===== config.mk =====
export PLATFORM = sky130hd
export DESIGN_NAME = pc_stack_context_unit
export DESIGN_NICKNAME = d
export VERILOG_FILES = /design/src/design/pcsu_pkg.sv /design/src/design/edge_sync.sv /design/src/design/pc_stack_context_unit.sv /design/src/design/shadow_bank.sv
export SDC_FILE = /design/constraint.sdc
export NUM_CORES = 2
export LEC_CHECK = 0
export BUFFER_PORTS_ARGS = -buffer_cell sky130_fd_sc_hd__buf_2
export CAP_MARGIN = 15
export CELL_PAD_IN_SITES_DETAIL_PLACEMENT = 1
export CELL_PAD_IN_SITES_GLOBAL_PLACEMENT = 2
export CORE_ASPECT_RATIO = 1.2
export CORE_MARGIN = 4
export CORE_UTILIZATION = 36
export DETAILED_ROUTE_END_ITERATION = 8
export HOLD_SLACK_MARGIN = 0.12
export PLACE_DENSITY_LB_ADDON = 0.3
export SYNTH_ARGS = -nofsm -noshare
export SYNTH_HDL_FRONTEND = slang
export SYNTH_SLANG_ARGS = --single-unit

===== constraint.sdc =====
create_clock -name clk_i -period 6.25 [get_ports clk_i]
set_input_delay 0.625 -clock clk_i [delete_from_list [all_inputs] [get_ports clk_i]]
set_output_delay 0.625 -clock clk_i [all_outputs]
set_load 0.05 [all_outputs]

===== src/design/pcsu_pkg.sv =====
package pcsu_pkg;
  // Widths and stack depth
  localparam int PC_W = 15;
  localparam int SP_W = 5;
  localparam int STACK_DEPTH = 16;
  // Register offsets, byte addresses on the AHB-Lite slave
  localparam logic [7:0] OFS_STACK_INDEX = 8'h00;
  localparam logic [7:0] OFS_STACK_TOP_LOW = 8'h04;
  localparam logic [7:0] OFS_STACK_TOP_HIGH = 8'h08;
  localparam logic [7:0] OFS_STACK_FLAGS = 8'h0C;
  localparam logic [7:0] OFS_CONFIG = 8'h10;
  localparam logic [7:0] OFS_SHADOW_ACC = 8'h20;
  localparam logic [7:0] OFS_SHADOW_STATUS = 8'h24;
  localparam logic [7:0] OFS_SHADOW_BANK = 8'h28;
  localparam logic [7:0] OFS_SHADOW_PTR0_LO = 8'h2C;
  localparam logic [7:0] OFS_SHADOW_PTR0_HI = 8'h30;
  localparam logic [7:0] OFS_SHADOW_PTR1_LO = 8'h34;
  localparam logic [7:0] OFS_SHADOW_PTR1_HI = 8'h38;
  localparam logic [7:0] OFS_SHADOW_LATCH = 8'h3C;
  // Field positions
  localparam int FLAG_OVF_BIT = 0;
  localparam int FLAG_UNF_BIT = 1;
  localparam int CFG_FAULT_RST_BIT = 0;
  localparam int STATUS_EXPIRY_BIT = 4;
  localparam int STATUS_SLEEP_BIT = 3;
  // Reset values and interrupt vector
  localparam logic [SP_W-1:0] STACK_INDEX_RST = 5'h1F;
  localparam logic [PC_W-1:0] PC_RST = 15'h0000;
  localparam logic [PC_W-1:0] IRQ_VECTOR = 15'h0004;
  localparam logic CFG_FAULT_RST_RST = 1'b1;
  // Shadow slot numbers
  localparam int SH_ACC = 0;
  localparam int SH_STATUS = 1;
  localparam int SH_BANK = 2;
  localparam int SH_P0L = 3;
  localparam int SH_P0H = 4;
  localparam int SH_P1L = 5;
  localparam int SH_P1H = 6;
  localparam int SH_LATCH = 7;
  localparam int SH_COUNT = 8;
  // Flow operations from the decoder
  typedef enum logic [3:0]
  {
    OP_NONE = 4'h0,
    OP_SEQ = 4'h1,
    OP_CALL = 4'h2,
    OP_COMPUTED_CALL = 4'h3,
    OP_ACC_REL = 4'h4,
    OP_IMM_REL = 4'h5,
    OP_RETURN = 4'h6,
    OP_RET_LIT = 4'h7,
    OP_IRQ_EXIT = 4'h8,
    OP_GOTO = 4'h9
  } flow_op_type;
endpackage


===== src/design/edge_sync.sv =====
module edge_sync
  import pcsu_pkg::*;
(
  input wire logic clk_i, // Core clock
  input wire logic rst_n_i, // Sync reset, active low
  input wire logic ce_i, // Clock enable
  input wire logic rising_i, // 1 selects rising edge
  input wire logic pin_i, // Asynchronous pin
  output logic edge_o // One-cycle valid edge pulse
);
  typedef struct packed
  {
    logic s1;
    logic s2;
    logic s3;
    logic lvl;
  } sync_state_type;

  sync_state_type st_r;
  sync_state_type st_nxt;

  // Change counts once second and third stage agree
  always_comb
  begin
    st_nxt = st_r;
    edge_o = 1'b0;
    if (ce_i)
    begin
      st_nxt.s1 = pin_i;
      st_nxt.s2 = st_r.s1;
      st_nxt.s3 = st_r.s2;
      if (st_r.s2 == st_r.s3 && st_r.s3 != st_r.lvl)
      begin
        st_nxt.lvl = st_r.s3;
        edge_o = (st_r.s3 == rising_i);
      end
    end
  end

  always_ff @(posedge clk_i)
  begin
    if (!rst_n_i)
      st_r <= '0;
    else
      st_r <= st_nxt;
  end
endmodule


===== src/design/pc_stack_context_unit.sv =====
// What this block does
// - Computed call loads low byte, latch upper
// - Accumulator jump: PC+1 plus unsigned accumulator
// - Immediate jump: PC+1 plus signed operand
// - Relative sum carries into upper bits
// - Sixteen-entry fifteen-bit private return stack
// - Calls and interrupt entry push PC+1
// - Returns and interrupt exit pop PC
// - Push and pop leave latch unchanged
// - Fault-reset off makes stack circular
// - Overrun/underrun flags set regardless of reset
// - Top window reads/writes entry at index
// - Stack index is five bits wide
// - Index increments on push, decrements on pop except an underflow with fault reset on, which holds it
// - Interrupt entry copies core registers to shadows
// - Interrupt exit restores registers from shadows
// - Shadows software accessible at AHB offsets 0x20 to 0x3C
// - Valid pin edge sets flag, may vector
module pc_stack_context_unit
  import pcsu_pkg::*;
#(
  parameter int DEPTH = STACK_DEPTH
)
(
  input wire logic clk_i, // Core clock, 100 MHz
  input wire logic rst_n_i, // Sync reset, active low
  input wire logic ce_i, // Clock enable, freezes all state
  input wire flow_op_type op_i, // Decoder flow operation, one cycle
  input wire logic [7:0] operand_i, // Signed relative offset for immediate jump
  input wire logic [PC_W-1:0] abs_target_i, // Call/goto absolute target
  input wire logic [7:0] acc_i, // Live accumulator
  input wire logic [7:0] status_i, // Live status register
  input wire logic [7:0] bank_i, // Live bank select
  input wire logic [15:0] ptr0_i, // Live indirect pointer 0
  input wire logic [15:0] ptr1_i, // Live indirect pointer 1
  input wire logic [6:0] latch_i, // Live upper address latch
  input wire logic irq_pin_i, // External interrupt pin
  input wire logic irq_rising_i, // Edge polarity select
  input wire logic global_irq_enable_i, // Global interrupt enable
  input wire logic ext_irq_enable_i, // External interrupt enable
  input wire logic irq_flag_clr_i, // Clear external interrupt flag
  input wire logic [31:0] haddr, // AHB address
  input wire logic [1:0] htrans, // AHB transfer type
  input wire logic hwrite, // AHB write
  input wire logic [2:0] hsize, // AHB size
  input wire logic [31:0] hwdata, // AHB write data
  input wire logic hsel, // AHB select
  input wire logic hready, // AHB ready in
  output logic [31:0] hrdata, // AHB read data
  output logic hreadyout, // AHB ready out
  output logic hresp, // AHB response
  output logic [PC_W-1:0] pc_o, // Program counter
  output logic irq_taken_o, // Interrupt vectoring this cycle
  output logic irq_flag_o, // External interrupt flag
  output logic restore_o, // Shadow restore strobe
  output logic [7:0] restore_acc_o, // Restored accumulator
  output logic [7:0] restore_status_o, // Restored status (no expiry/sleep)
  output logic [7:0] restore_bank_o, // Restored bank select
  output logic [15:0] restore_ptr0_o, // Restored pointer 0
  output logic [15:0] restore_ptr1_o, // Restored pointer 1
  output logic [6:0] restore_latch_o, // Restored latch
  output logic stack_overrun_flag_o, // Overflow seen
  output logic stack_underrun_flag_o, // Underflow seen
  output logic stack_fault_reset_o // Request device reset on fault
);
  localparam logic [SP_W-1:0] TOP_IDX = SP_W'(DEPTH - 1);
  localparam logic [SP_W-1:0] ONE_IDX = 5'h01;

  typedef struct packed
  {
    logic [PC_W-1:0] pc;
    logic [SP_W-1:0] idx;
    logic ovf;
    logic unf;
    logic fault_rst_cfg;
    logic irq_flag;
    logic in_irq;
    logic restore;
    logic fault_req;
    logic dph;
    logic dwr;
    logic [7:0] daddr;
    logic [31:0] rdata;
  } core_state_type;

  core_state_type st_r;
  core_state_type st_nxt;
  logic [DEPTH-1:0][PC_W-1:0] stack_r;
  logic [DEPTH-1:0][PC_W-1:0] stack_nxt;
  logic pin_edge;
  logic [8*SH_COUNT-1:0] shadow;
  logic sh_we;
  logic [2:0] sh_sel;
  logic irq_go;
  logic [PC_W-1:0] pc_inc;
  logic [3:0] slot;
  logic [SP_W-1:0] idx_inc;

  edge_sync u_edge
  (
    .clk_i(clk_i),
    .rst_n_i(rst_n_i),
    .ce_i(ce_i),
    .rising_i(irq_rising_i),
    .pin_i(irq_pin_i),
    .edge_o(pin_edge)
  );

  shadow_bank u_shadow
  (
    .clk_i(clk_i),
    .rst_n_i(rst_n_i),
    .ce_i(ce_i),
    .save_i(irq_go),
    .live_i({latch_i[6:0] & 8'h7F, ptr1_i[15:8], ptr1_i[7:0], ptr0_i[15:8], ptr0_i[7:0],
      bank_i, status_i, acc_i}),
    .sw_we_i(sh_we),
    .sw_sel_i(sh_sel),
    .sw_data_i(hwdata[7:0]),
    .copy_o(shadow)
  );

  // Vectoring needs flag plus both enables, not inside a handler
  assign irq_go = st_r.irq_flag && global_irq_enable_i && ext_irq_enable_i
    && !st_r.in_irq && ce_i;
  assign pc_inc = st_r.pc + 15'h0001;
  assign idx_inc = st_r.idx + ONE_IDX;
  assign slot = st_r.idx[3:0];
  assign sh_we = st_r.dph && st_r.dwr && st_r.daddr >= OFS_SHADOW_ACC
    && st_r.daddr <= OFS_SHADOW_LATCH;
  assign sh_sel = 3'(st_r.daddr[7:2] - OFS_SHADOW_ACC[7:2]);

  // Flow, stack, flags and bus slave in one next-state process
  always_comb
  begin
    logic push;
    logic pop;
    logic [PC_W-1:0] target;
    logic [3:0] wslot;
    push = 1'b0;
    pop = 1'b0;
    target = pc_inc;
    wslot = 4'h0;
    st_nxt = st_r;
    stack_nxt = stack_r;
    if (ce_i)
    begin
      st_nxt.restore = 1'b0;
      st_nxt.fault_req = 1'b0;
      // Pin edge sets the flag; set wins over clear
      if (irq_flag_clr_i)
        st_nxt.irq_flag = 1'b0;
      if (pin_edge)
        st_nxt.irq_flag = 1'b1;
      if (irq_go)
      begin
        push = 1'b1;
        target = IRQ_VECTOR;
        st_nxt.in_irq = 1'b1;
        // Flag stays set for the handler; software clears it
      end
      else
      begin
        case (op_i)
          OP_SEQ: target = pc_inc;
          OP_GOTO: target = abs_target_i;
          OP_CALL:
          begin
            push = 1'b1;
            target = abs_target_i;
          end
          OP_COMPUTED_CALL:
          begin
            push = 1'b1;
            target = {latch_i, acc_i};
          end
          OP_ACC_REL: target = pc_inc + {7'h00, acc_i};
          OP_IMM_REL: target = pc_inc + {{7{operand_i[7]}}, operand_i};
          OP_RETURN, OP_RET_LIT: pop = 1'b1;
          OP_IRQ_EXIT:
          begin
            pop = 1'b1;
            st_nxt.restore = 1'b1;
            st_nxt.in_irq = 1'b0;
          end
          OP_NONE: target = st_r.pc;
          default: target = st_r.pc;
        endcase
      end
      // Return address goes into the slot after the top; index moves together
      if (push)
      begin
        wslot = idx_inc[3:0];
        stack_nxt[wslot] = pc_inc;
        st_nxt.idx = idx_inc;
        if (st_r.idx == TOP_IDX)
        begin
          st_nxt.ovf = 1'b1;
          st_nxt.fault_req = st_r.fault_rst_cfg;
          // Circular wrap to index 0 only when fault reset is off; else index steps on to 16
          st_nxt.idx = st_r.fault_rst_cfg ? idx_inc : {1'b0, idx_inc[3:0]};
        end
      end
      if (pop)
      begin
        target = stack_r[slot];
        st_nxt.idx = st_r.idx - ONE_IDX;
        if (st_r.idx == STACK_INDEX_RST)
        begin
          st_nxt.unf = 1'b1;
          st_nxt.fault_req = st_r.fault_rst_cfg;
          st_nxt.idx = st_r.fault_rst_cfg ? st_r.idx : {1'b0, 4'(st_r.idx - ONE_IDX)};
        end
      end
      st_nxt.pc = target;
      // AHB address phase capture
      st_nxt.dph = 1'b0;
      if (hsel && hready && htrans[1])
      begin
        st_nxt.dph = 1'b1;
        st_nxt.dwr = hwrite;
        st_nxt.daddr = haddr[7:0];
      end
      // Data phase write; software index write may race a push (caution)
      if (st_r.dph && st_r.dwr)
      begin
        case (st_r.daddr)
          OFS_STACK_INDEX: st_nxt.idx = hwdata[SP_W-1:0];
          OFS_STACK_TOP_LOW: stack_nxt[slot][7:0] = hwdata[7:0];
          OFS_STACK_TOP_HIGH: stack_nxt[slot][PC_W-1:8] = hwdata[6:0];
          OFS_STACK_FLAGS:
          begin
            st_nxt.ovf = (st_r.ovf & ~hwdata[FLAG_OVF_BIT]) | (push && st_r.idx == TOP_IDX);
            st_nxt.unf = (st_r.unf & ~hwdata[FLAG_UNF_BIT]) | (pop && st_r.idx == STACK_INDEX_RST);
          end
          OFS_CONFIG: st_nxt.fault_rst_cfg = hwdata[CFG_FAULT_RST_BIT];
          default: st_nxt.fault_rst_cfg = st_nxt.fault_rst_cfg;
        endcase
      end
      // Read data registered for the next data phase
      st_nxt.rdata = 32'h00000000;
      if (hsel && hready && htrans[1] && !hwrite)
      begin
        case (haddr[7:0])
          OFS_STACK_INDEX: st_nxt.rdata = {27'h0000000, st_nxt.idx};
          OFS_STACK_TOP_LOW: st_nxt.rdata = {24'h000000, stack_nxt[st_nxt.idx[3:0]][7:0]};
          OFS_STACK_TOP_HIGH: st_nxt.rdata = {25'h0000000, stack_nxt[st_nxt.idx[3:0]][14:8]};
          OFS_STACK_FLAGS: st_nxt.rdata = {30'h00000000, st_nxt.unf, st_nxt.ovf};
          OFS_CONFIG: st_nxt.rdata = {31'h00000000, st_nxt.fault_rst_cfg};
          default:
          begin
            if (haddr[7:0] >= OFS_SHADOW_ACC && haddr[7:0] <= OFS_SHADOW_LATCH)
              st_nxt.rdata = {24'h000000, shadow[8*(haddr[4:2])+:8]};
          end
        endcase
      end
    end
  end

  always_ff @(posedge clk_i)
  begin
    if (!rst_n_i)
    begin
      st_r <= '0;
      st_r.pc <= PC_RST;
      st_r.idx <= STACK_INDEX_RST;
      st_r.fault_rst_cfg <= CFG_FAULT_RST_RST;
      stack_r <= '0;
    end
    else
    begin
      st_r <= st_nxt;
      stack_r <= stack_nxt;
    end
  end

  // Outputs; latch is never driven by push or pop, only by restore
  assign pc_o = st_r.pc;
  assign irq_taken_o = irq_go;
  assign irq_flag_o = st_r.irq_flag;
  assign restore_o = st_r.restore;
  assign restore_acc_o = shadow[8*SH_ACC+:8];
  assign restore_status_o = shadow[8*SH_STATUS+:8];
  assign restore_bank_o = shadow[8*SH_BANK+:8];
  assign restore_ptr0_o = {shadow[8*SH_P0H+:8], shadow[8*SH_P0L+:8]};
  assign restore_ptr1_o = {shadow[8*SH_P1H+:8], shadow[8*SH_P1L+:8]};
  assign restore_latch_o = shadow[8*SH_LATCH+:7];
  assign stack_overrun_flag_o = st_r.ovf;
  assign stack_underrun_flag_o = st_r.unf;
  assign stack_fault_reset_o = st_r.fault_req;
  assign hrdata = st_r.rdata;
  assign hreadyout = 1'b1;
  assign hresp = 1'b0;
endmodule


===== src/design/shadow_bank.sv =====
module shadow_bank
  import pcsu_pkg::*;
(
  input wire logic clk_i, // Core clock
  input wire logic rst_n_i, // Sync reset, active low
  input wire logic ce_i, // Clock enable
  input wire logic save_i, // Interrupt entry capture
  input wire logic [8*SH_COUNT-1:0] live_i, // Live core registers
  input wire logic sw_we_i, // Software write strobe
  input wire logic [2:0] sw_sel_i, // Software slot select
  input wire logic [7:0] sw_data_i, // Software write data
  output logic [8*SH_COUNT-1:0] copy_o // Shadow contents
);
  typedef struct packed
  {
    logic [SH_COUNT-1:0][7:0] slot;
  } shadow_state_type;

  shadow_state_type st_r;
  shadow_state_type st_nxt;

  // Entry capture wins over a software write in the same cycle
  always_comb
  begin
    st_nxt = st_r;
    if (ce_i && sw_we_i)
      st_nxt.slot[sw_sel_i] = sw_data_i;
    if (ce_i && save_i)
    begin
      st_nxt.slot = live_i;
      // Status expiry and sleep bits are never saved
      st_nxt.slot[SH_STATUS][STATUS_EXPIRY_BIT] = st_r.slot[SH_STATUS][STATUS_EXPIRY_BIT];
      st_nxt.slot[SH_STATUS][STATUS_SLEEP_BIT] = st_r.slot[SH_STATUS][STATUS_SLEEP_BIT];
    end
  end

  always_ff @(posedge clk_i)
  begin
    if (!rst_n_i)
      st_r <= '0;
    else
      st_r <= st_nxt;
  end

  assign copy_o = st_r.slot;
endmodule


After elaboration in Yosys (flattened, before gate mapping)

Index checks and enable logic that the tools add are counted.

Add/subtract/negate cells: 6
Multiply operators: 0
Div/mod/pow operators: 0
Magnitude comparators: 11
Eq/ne operators: 22
Shifts and indexed selects: 1
Muxes and demuxes: 60
Bitwise logic cells: 8
Reduce and logical (&&, ||, !) cells: 38

Operators by type and width:

| operator                                            | count |
|---|---|
| 2-to-1 mux 240 bit                                  | 4 |
| bitwise mux 240 bit                                 | 3 |
| one-hot mux 240 bit (2 select lines)                | 1 |
| demux 15 bit (select 4 bit)                         | 3 |
| 2-to-1 mux 63 bit                                   | 2 |
| binary-select mux 15 bit (select 4 bit)             | 2 |
| 2-to-1 mux 15 bit                                   | 6 |
| one-hot mux 15 bit (5 select lines)                 | 1 |
| bitwise mux 64 bit                                  | 1 |
| indexed part select 64 x 7 -> 8 bit                 | 1 |
| 2-to-1 mux 8 bit                                    | 6 |
| one-hot mux 8 bit (5 select lines)                  | 1 |
| == test 8 x 4 -> 1 bit, second input constant       | 4 |
| 2-to-1 mux 5 bit                                    | 5 |
| demux 8 bit (select 3 bit)                          | 1 |
| logical AND 1 bit                                   | 19 |
| 2-to-1 mux 1 bit                                    | 19 |
| == test 4 x 3 -> 1 bit, second input constant       | 4 |
| == test 8 x 3 -> 1 bit, second input constant       | 2 |
| == test 8 x 5 -> 1 bit, second input constant       | 2 |
| >= comparator 8 x 6 -> 1 bit, second input constant | 2 |
| <= comparator 8 x 6 -> 1 bit, second input constant | 2 |
| logical NOT 8 bit                                   | 2 |
| adder 15 x 1 -> 15 bit, second input constant       | 1 |
| 29 further kinds                                    | 52 |

Register bits after elaboration: 377
Bits in latches: 0
RAM bits: 0
Memory bits (read-only): 0
Input bits: 170
Output and inout port bits: 118
Memories kept: 0

Longest topological paths before layout

Depth after elaboration: 16
Depth in mapped cells: 16
Depth with buffers taken out: 14

Cells and area by module

A second synthesis with hierarchy kept.

Cell total of the unflattened synthesis: 3439
Area, all modules: 26968.4 um^2

Modules (own cells, without submodules):

| module                | times used | cells each | area each (um^2) | sequential area each (um^2) |
|---|---|---|---|---|
| pc_stack_context_unit | 1          | 3010       | 23166.0          | 5705.5 |
| shadow_bank           | 1          | 409        | 3617.2           | 1281.2 |
| edge_sync             | 1          | 20         | 185.2            | 80.1 |

Worst setup path before layout

No wires, ideal clock.

Kind: input to register
Start point: input port op_i[2]
End point: register st_r, in the netlist pc_o[14]
Library setup time: 0.079 ns
Arrival: 4.693 ns
Setup slack: 1.478 ns
Stages on the path: 16
Cells stage by stage: clkbuf_1 > nor3b_1 > and2_1 > clkbuf_1 > mux2_2 > ha_1 > fa_1 > a21o_1 > a21oi_1 > o21bai_1 > a21oi_1 > o31ai_1 > a211o_1 > a2111o_1 > a2111o_1 > o211ai_1

Word-level cells in the longest chain between the ends: 7

Ends and longest elaborated chain:

| element                                                 | line                         | text |
|---|---|---|
| from (decl)                                             | pc_stack_context_unit.sv:28  | `input wire flow_op_type op_i,` |
| == test 4 bit or == test 4 x 3 -> 1 bit (tied branches) | pc_stack_context_unit.sv:164 | `case (op_i)` |
| OR reduction 3 bit (no source line)                     | -                            |  |
| 2-to-1 mux 1 bit                                        | pc_stack_context_unit.sv:164 |  |
| 2-to-1 mux 1 bit                                        | pc_stack_context_unit.sv:155 | `if (irq_go)` |
| 2-to-1 mux 1 bit                                        | pc_stack_context_unit.sv:146 | `if (ce_i)` |
| nonzero test 7 bit (no source line)                     | -                            |  |
| AND reduction 2 bit (no source line)                    | -                            |  |
| to (signal assigned)                                    | pc_stack_context_unit.sv:272 | `st_r <= st_nxt;` |
| to (decl)                                               | pc_stack_context_unit.sv:86  | `core_state_type st_r;` |

Several ways; a longest one is shown, not always the timed one. The select of a mux whose other input is x is not followed.
A chain may end at the register's enable or synchronous reset.

Final worst setup path

Start point: register st_r, in the netlist slot[3]
End point: register st_r, in the netlist hrdata[4]

Word-level cells in the longest chain between the ends: 16

Ends and longest elaborated chain:

| element                                                                                           | line                                                       | text |
|---|---|---|
| adder 5 x 1 -> 5 bit                                                                              | pc_stack_context_unit.sv:127                               | `assign idx_inc = st_r.idx + ONE_IDX;` |
| < comparator 4 x 5 -> 1 bit (not written as such) or >= comparator 4 x 1 -> 1 bit (tied branches) | pc_stack_context_unit.sv:194                               | `stack_nxt[wslot] = pc_inc;` |
| logical AND 1 bit (not written as such)                                                           | pc_stack_context_unit.sv:194                               |  |
| 2-to-1 mux 15 bit (not written as such)                                                           | pc_stack_context_unit.sv:194                               |  |
| demux 15 bit (select 4 bit)                                                                       | pc_stack_context_unit.sv:194                               |  |
| bitwise mux 240 bit                                                                               | pc_stack_context_unit.sv:194                               |  |
| 2-to-1 mux 240 bit                                                                                | pc_stack_context_unit.sv:191                               | `if (push)` |
| 2-to-1 mux 240 bit                                                                                | pc_stack_context_unit.sv:146                               |  |
| bitwise mux 240 bit (on tied branches)                                                            | pc_stack_context_unit.sv:230, pc_stack_context_unit.sv:229 |  |
| one-hot mux 240 bit (2 select lines)                                                              | pc_stack_context_unit.sv:227                               | `case (st_r.daddr)` |
| 2-to-1 mux 240 bit                                                                                | pc_stack_context_unit.sv:225                               | `if (st_r.dph && st_r.dwr)` |
| 2-to-1 mux 240 bit                                                                                | pc_stack_context_unit.sv:146                               |  |
| binary-select mux 15 bit (select 4 bit)                                                           | pc_stack_context_unit.sv:246, pc_stack_context_unit.sv:247 |  |
| 2-to-1 mux 15 bit (not written as such)                                                           | pc_stack_context_unit.sv:247                               | `OFS_STACK_TOP_HIGH: st_nxt.rdata = {25'h0000000, stack_nxt[st_nxt.idx[3:0]][14:8]};` |
| one-hot mux 8 bit (5 select lines) (*)                                                            | pc_stack_context_unit.sv:244                               | `case (haddr[7:0])` |
| 2-to-1 mux 8 bit (*)                                                                              | pc_stack_context_unit.sv:242                               | `if (hsel && hready && htrans[1] && !hwrite)` |

Mark *: on every way between the ends. The rest lies on a longest branch, timed or not. The select of a mux whose other input is x is not followed.

==> results.py <==
metrics = {
    "cts": {
        "ctsHoldBuffers": 0,
        "post-cts-setup-buffers": 0,
        "ctsRootBufferMaster": "clkbuf_16",
        "cts.sinks": 353,
        "cts_made_buffers": 45,
        "cts_buffer_depth": 3,
        "cts.repair.resized": 0,
        "clock_latency_ns": 0.61,
        "cts-htree-levels": 2,
        "path_clk_slew_ns": 0.07,
        "tritoncts": "yes",
    },
    "placement": {
        "hpwlAfterDp_um": 93400,
        "place_congestion": 0.959,
        "dpl-instance-area_um2": 27600,
        "io_buffers": 207,
    },
    "sta": {
        "rsz0062_at_grt": "no",
        "setup_violations": 0,
        "max_freq_mhz": 206,
        "final.setup_skew_ns": 0.0242,
        "drv_slew": 0,
        "holdWs_ns": 0.279,
        "finalHoldViolCount": 0,
        "tightest_slew_ns": 1.19,
        "fin_setup_tns_ns": 0,
        "slew_headroom_pct": 20.4,
        "fin_crit_sh_pct": 77.6,
        "period_needed_ns": 4.85,
    },
    "worst_setup_path": {
        "critPathKind": "flop to flop",
        "critPathTopFamily": "compound AO/OA/AOI/OAI gates",
        "slowest_delay_ns": 0.90,
        "crit_chain": "buf_4 -> and4_1 -> o211ai_1 -> mux2i_1 -> o21a_2 -> buf_12 -> o211ai_1 -> o21ai_0 -> o21ai_0 -> o21ai_0 -> a41oi_1",
        "cpMaxStageDelayCell": "o21ai_0",
        "crit_path_frequent_cell": "o21ai_0",
        "cp-end-kind": "flop",
        "worst-path-buf-inv": 2,
        "path_max_fanout": 42,
        "crit_required_ns": 6.69,
        "arrival_ns": 5.29,
        "startpoint_type": "flop",
    },
    "routing": {
        "drt_iter0_markers": 2317,
        "dr.pass1.iters": 8,
        "drt-wirelength-per-cell_um": 31.2,
        "vias": 28000,
        "postRouteAntennaNets": 0,
        "viasPerCell": 6.62,
        "drc_errors": 0,
        "wirelength_um": 132000,
    },
    "cells_and_area": {
        "final_cell_area_um2": 29100,
        "final_nets": 3453,
        "multi_input_area_um2": 17200,
        "drive_gt1_share_pct": 17.8,
        "regArea_um2": 7080,
        "areaGrowthSynthToFinish_pct": 10.4,
        "fillCellCount": 8695,
        "final_core_util_pct": 40.1,
    },
    "power": {
        "p_comb_share_pct": 23.7,
        "p_switching_mw": 2.34,
        "clkPwrFrac_pct": 40.6,
        "switching_share_pct": 34.5,
        "peakVddDrop_mv": 0.204,
        "powerDensity_nw_per_um2": 232,
        "power.share.sequential_pct": 35.7,
        "power.internal_mw": 4.43,
        "power_leakage_nw": 10.5,
    },
    "global_routing": {
        "grt_overflow": 0,
        "grt_max_degree": 170,
        "track_usage_pct": 32.5,
        "grt_pass1_wl_um": 190000,
        "antenna_found_initial": 5,
        "first_global_vias": 28400,
    },
    "synthesis": {
        "synth_cell_types": 98,
        "synth_edf_count": 0,
        "yosys_warnings": 0,
        "synth_largest_type_area_fraction_pct": 26.8,
        "syn_area_um2": 26400,
        "ys_ff_latch": 353,
        "ys.flop_type": "dfxtp_1",
        "syn_avg_cell_area_um2": 8.01,
        "async_flop_share_pct": 0,
        "netlist_top_cells_area": "dfxtp_1, mux2i_1, mux4_2",
        "ys_seq_area_share_pct": 26.8,
        "syn_inst": 3295,
        "synth_top_area_cell": "dfxtp_1",
    },
    "floorplan": {
        "std_cell_rows": 108,
        "dieArea_um2": 77700,
        "start_util_pct": 36.4,
        "ios": 288,
        "fp.dieW_um": 255,
        "core_um2": 72600,
        "fp.dieH_um": 305,
    },
    "hold_path": {
        "hp-class": "input pin to flop",
    },
    "status": {
        "status": "completed",
    },
    "flow_run": {
        "cap_violations": 0,
    },
}
-- registers in the layout, summed over array words and instances, names as in the netlist, 4 cells and up --
signal,flops
stack_r,240
u_shadow.copy_o,64
pc_o,15
st_r,13
hrdata,8
slot,4
u_edge.st_r,4
-- cell usage in the layout (no fill, tap or decap), types with 15 or more instances in the layout --
| cell | count |
|---|---|
| and2_1 | 21 |
| nand3_1 | 51 |
| o211ai_1 | 120 |
| inv_1 | 31 |
| buf_4 | 122 |
| mux2_2 | 24 |
| and3_1 | 16 |
| buf_2 | 206 |
| nor2_1 | 429 |
| o22ai_1 | 17 |
| a31oi_1 | 22 |
| ha_1 | 23 |
| a311oi_1 | 15 |
| or3_1 | 15 |
| a221oi_1 | 17 |
| dfxtp_1 | 350 |
| a21oi_1 | 173 |
| clkbuf_16 | 46 |
| o31ai_1 | 22 |
| nand2_1 | 315 |
| nor4_1 | 17 |
| o211a_1 | 24 |
| conb_1 | 26 |
| mux2i_1 | 244 |
| mux4_2 | 91 |
| o21ai_0 | 207 |
| nor3_1 | 49 |
| clkbuf_1 | 16 |
| nand4_1 | 15 |
| a211oi_1 | 267 |
-- worst register-to-register path, stage by stage (launching register included) --
cell	delay (ns)
dfxtp_1	0.87
buf_4	0.48
and4_1	0.37
o211ai_1	0.13
mux2i_1	0.42
o21a_2	0.65
buf_12	0.34
o211ai_1	0.13
o21ai_0	0.10
o21ai_0	0.10
o21ai_0	0.90
a41oi_1	0.21
-- cell usage after synthesis, types with 8 or more instances --
master     instances
mux4_2            91
dfxtp_1          353
buf_2             73
nand2b_1          12
a41oi_1            8
nor3_1            52
buf_4            123
o31a_1             9
nor2_1           429
nand2_1          317
nand4_1           15
xor2_1             8
o211a_1           24
o2111ai_1         12
ha_1              23
o31ai_1           23
mux2_2            24
a21o_1             9
buf_1             23
clkbuf_1         219
nand3_1           51
nand3b_1           8
or3_1             15
a221oi_1          17
mux2i_1          244
or2_2              8
and3_1            16
o32ai_1            8
a211oi_1         267
o211ai_1         120
o21a_1             8
inv_1             32
o311ai_0           9
nor3b_1            9
o21ai_0          207
and2_1            21
a311oi_1          15
nor4_1            20
xnor2_1           10
a31oi_1           22
o22ai_1           17
a21oi_1          173
nor3_2            10
-- power by group through the flow --
stage                     Sequential (mW)  Combinational [mW]  Clock (mW)
final                                2.42                1.60        2.75
after global routing                 2.43                1.67        2.87
after CTS                            2.41                1.56        2.78
after detailed placement             2.46                1.56           0
after global placement               2.46                1.52           0
after floorplan                      2.43               0.989           0
-- through the flow --
stage                     power, mW  cells  worst slack [ns]
after global placement         3.98   4147              1.23
after detailed placement       4.02   4147              1.21
after global routing           6.97   4230              1.18
after floorplan                3.42   3319              1.48
after CTS                      6.76   4230              1.47
final                          6.77   4231              1.40
-- final timing paths --
path	from	endpoint	slack, ns	cells past startpoint
hold reg to reg	stack_fault_reset_o	stack_fault_reset_o	0.47	2
setup / recovery	slot[3]	hrdata[4]	1.40	11
setup reg to reg	slot[3]	hrdata[4]	1.40	11
hold / removal	irq_pin_i	u_edge.st_r[3]	0.28	3
-- cells by family (layout without fill, tap and decap cells) --
| family | after synthesis | count (layout) | synth area share [%] |
|---|---|---|---|
| simple gates | 1029 | 1029 | 17.7 |
| compound gates | 1031 | 1031 | 26.7 |
| buf+inv | 479 | 455 | 8.97 |
| mux | 359 | 359 | 18.0 |
| xor+xnor | 18 | 18 | 0.597 |
| fa+ha+maj | 24 | 24 | 1.17 |
| other cells | 2 | 27 | 0.0285 |
| flops | 353 | 353 | 26.8 |
-- routing by layer --
layer | track usage (%) | up-vias | share of wire [%]
met5 | 0 | - | 0.020
met4 | 23.8 | 4 | 9.0
met3 | 5.58 | 414 | 7.7
met2 | 52.0 | 1400 | 45
met1 | 39.0 | 14100 | 38
li1 | - | 12100 | -
-- final cells by class --
type	count	share of cell area, %
Clock buffer	72	4.63
Sequential cell	353	24.3
Tap cell	935	4.02
Inverter	37	0.503
Antenna cell	1	0.00859
Clock inverter	11	0.533
Multi-Input combinational cell	2487	58.9
Timing Repair Buffer	335	7.15
Note: power is estimated with default switching activity, not from simulation.
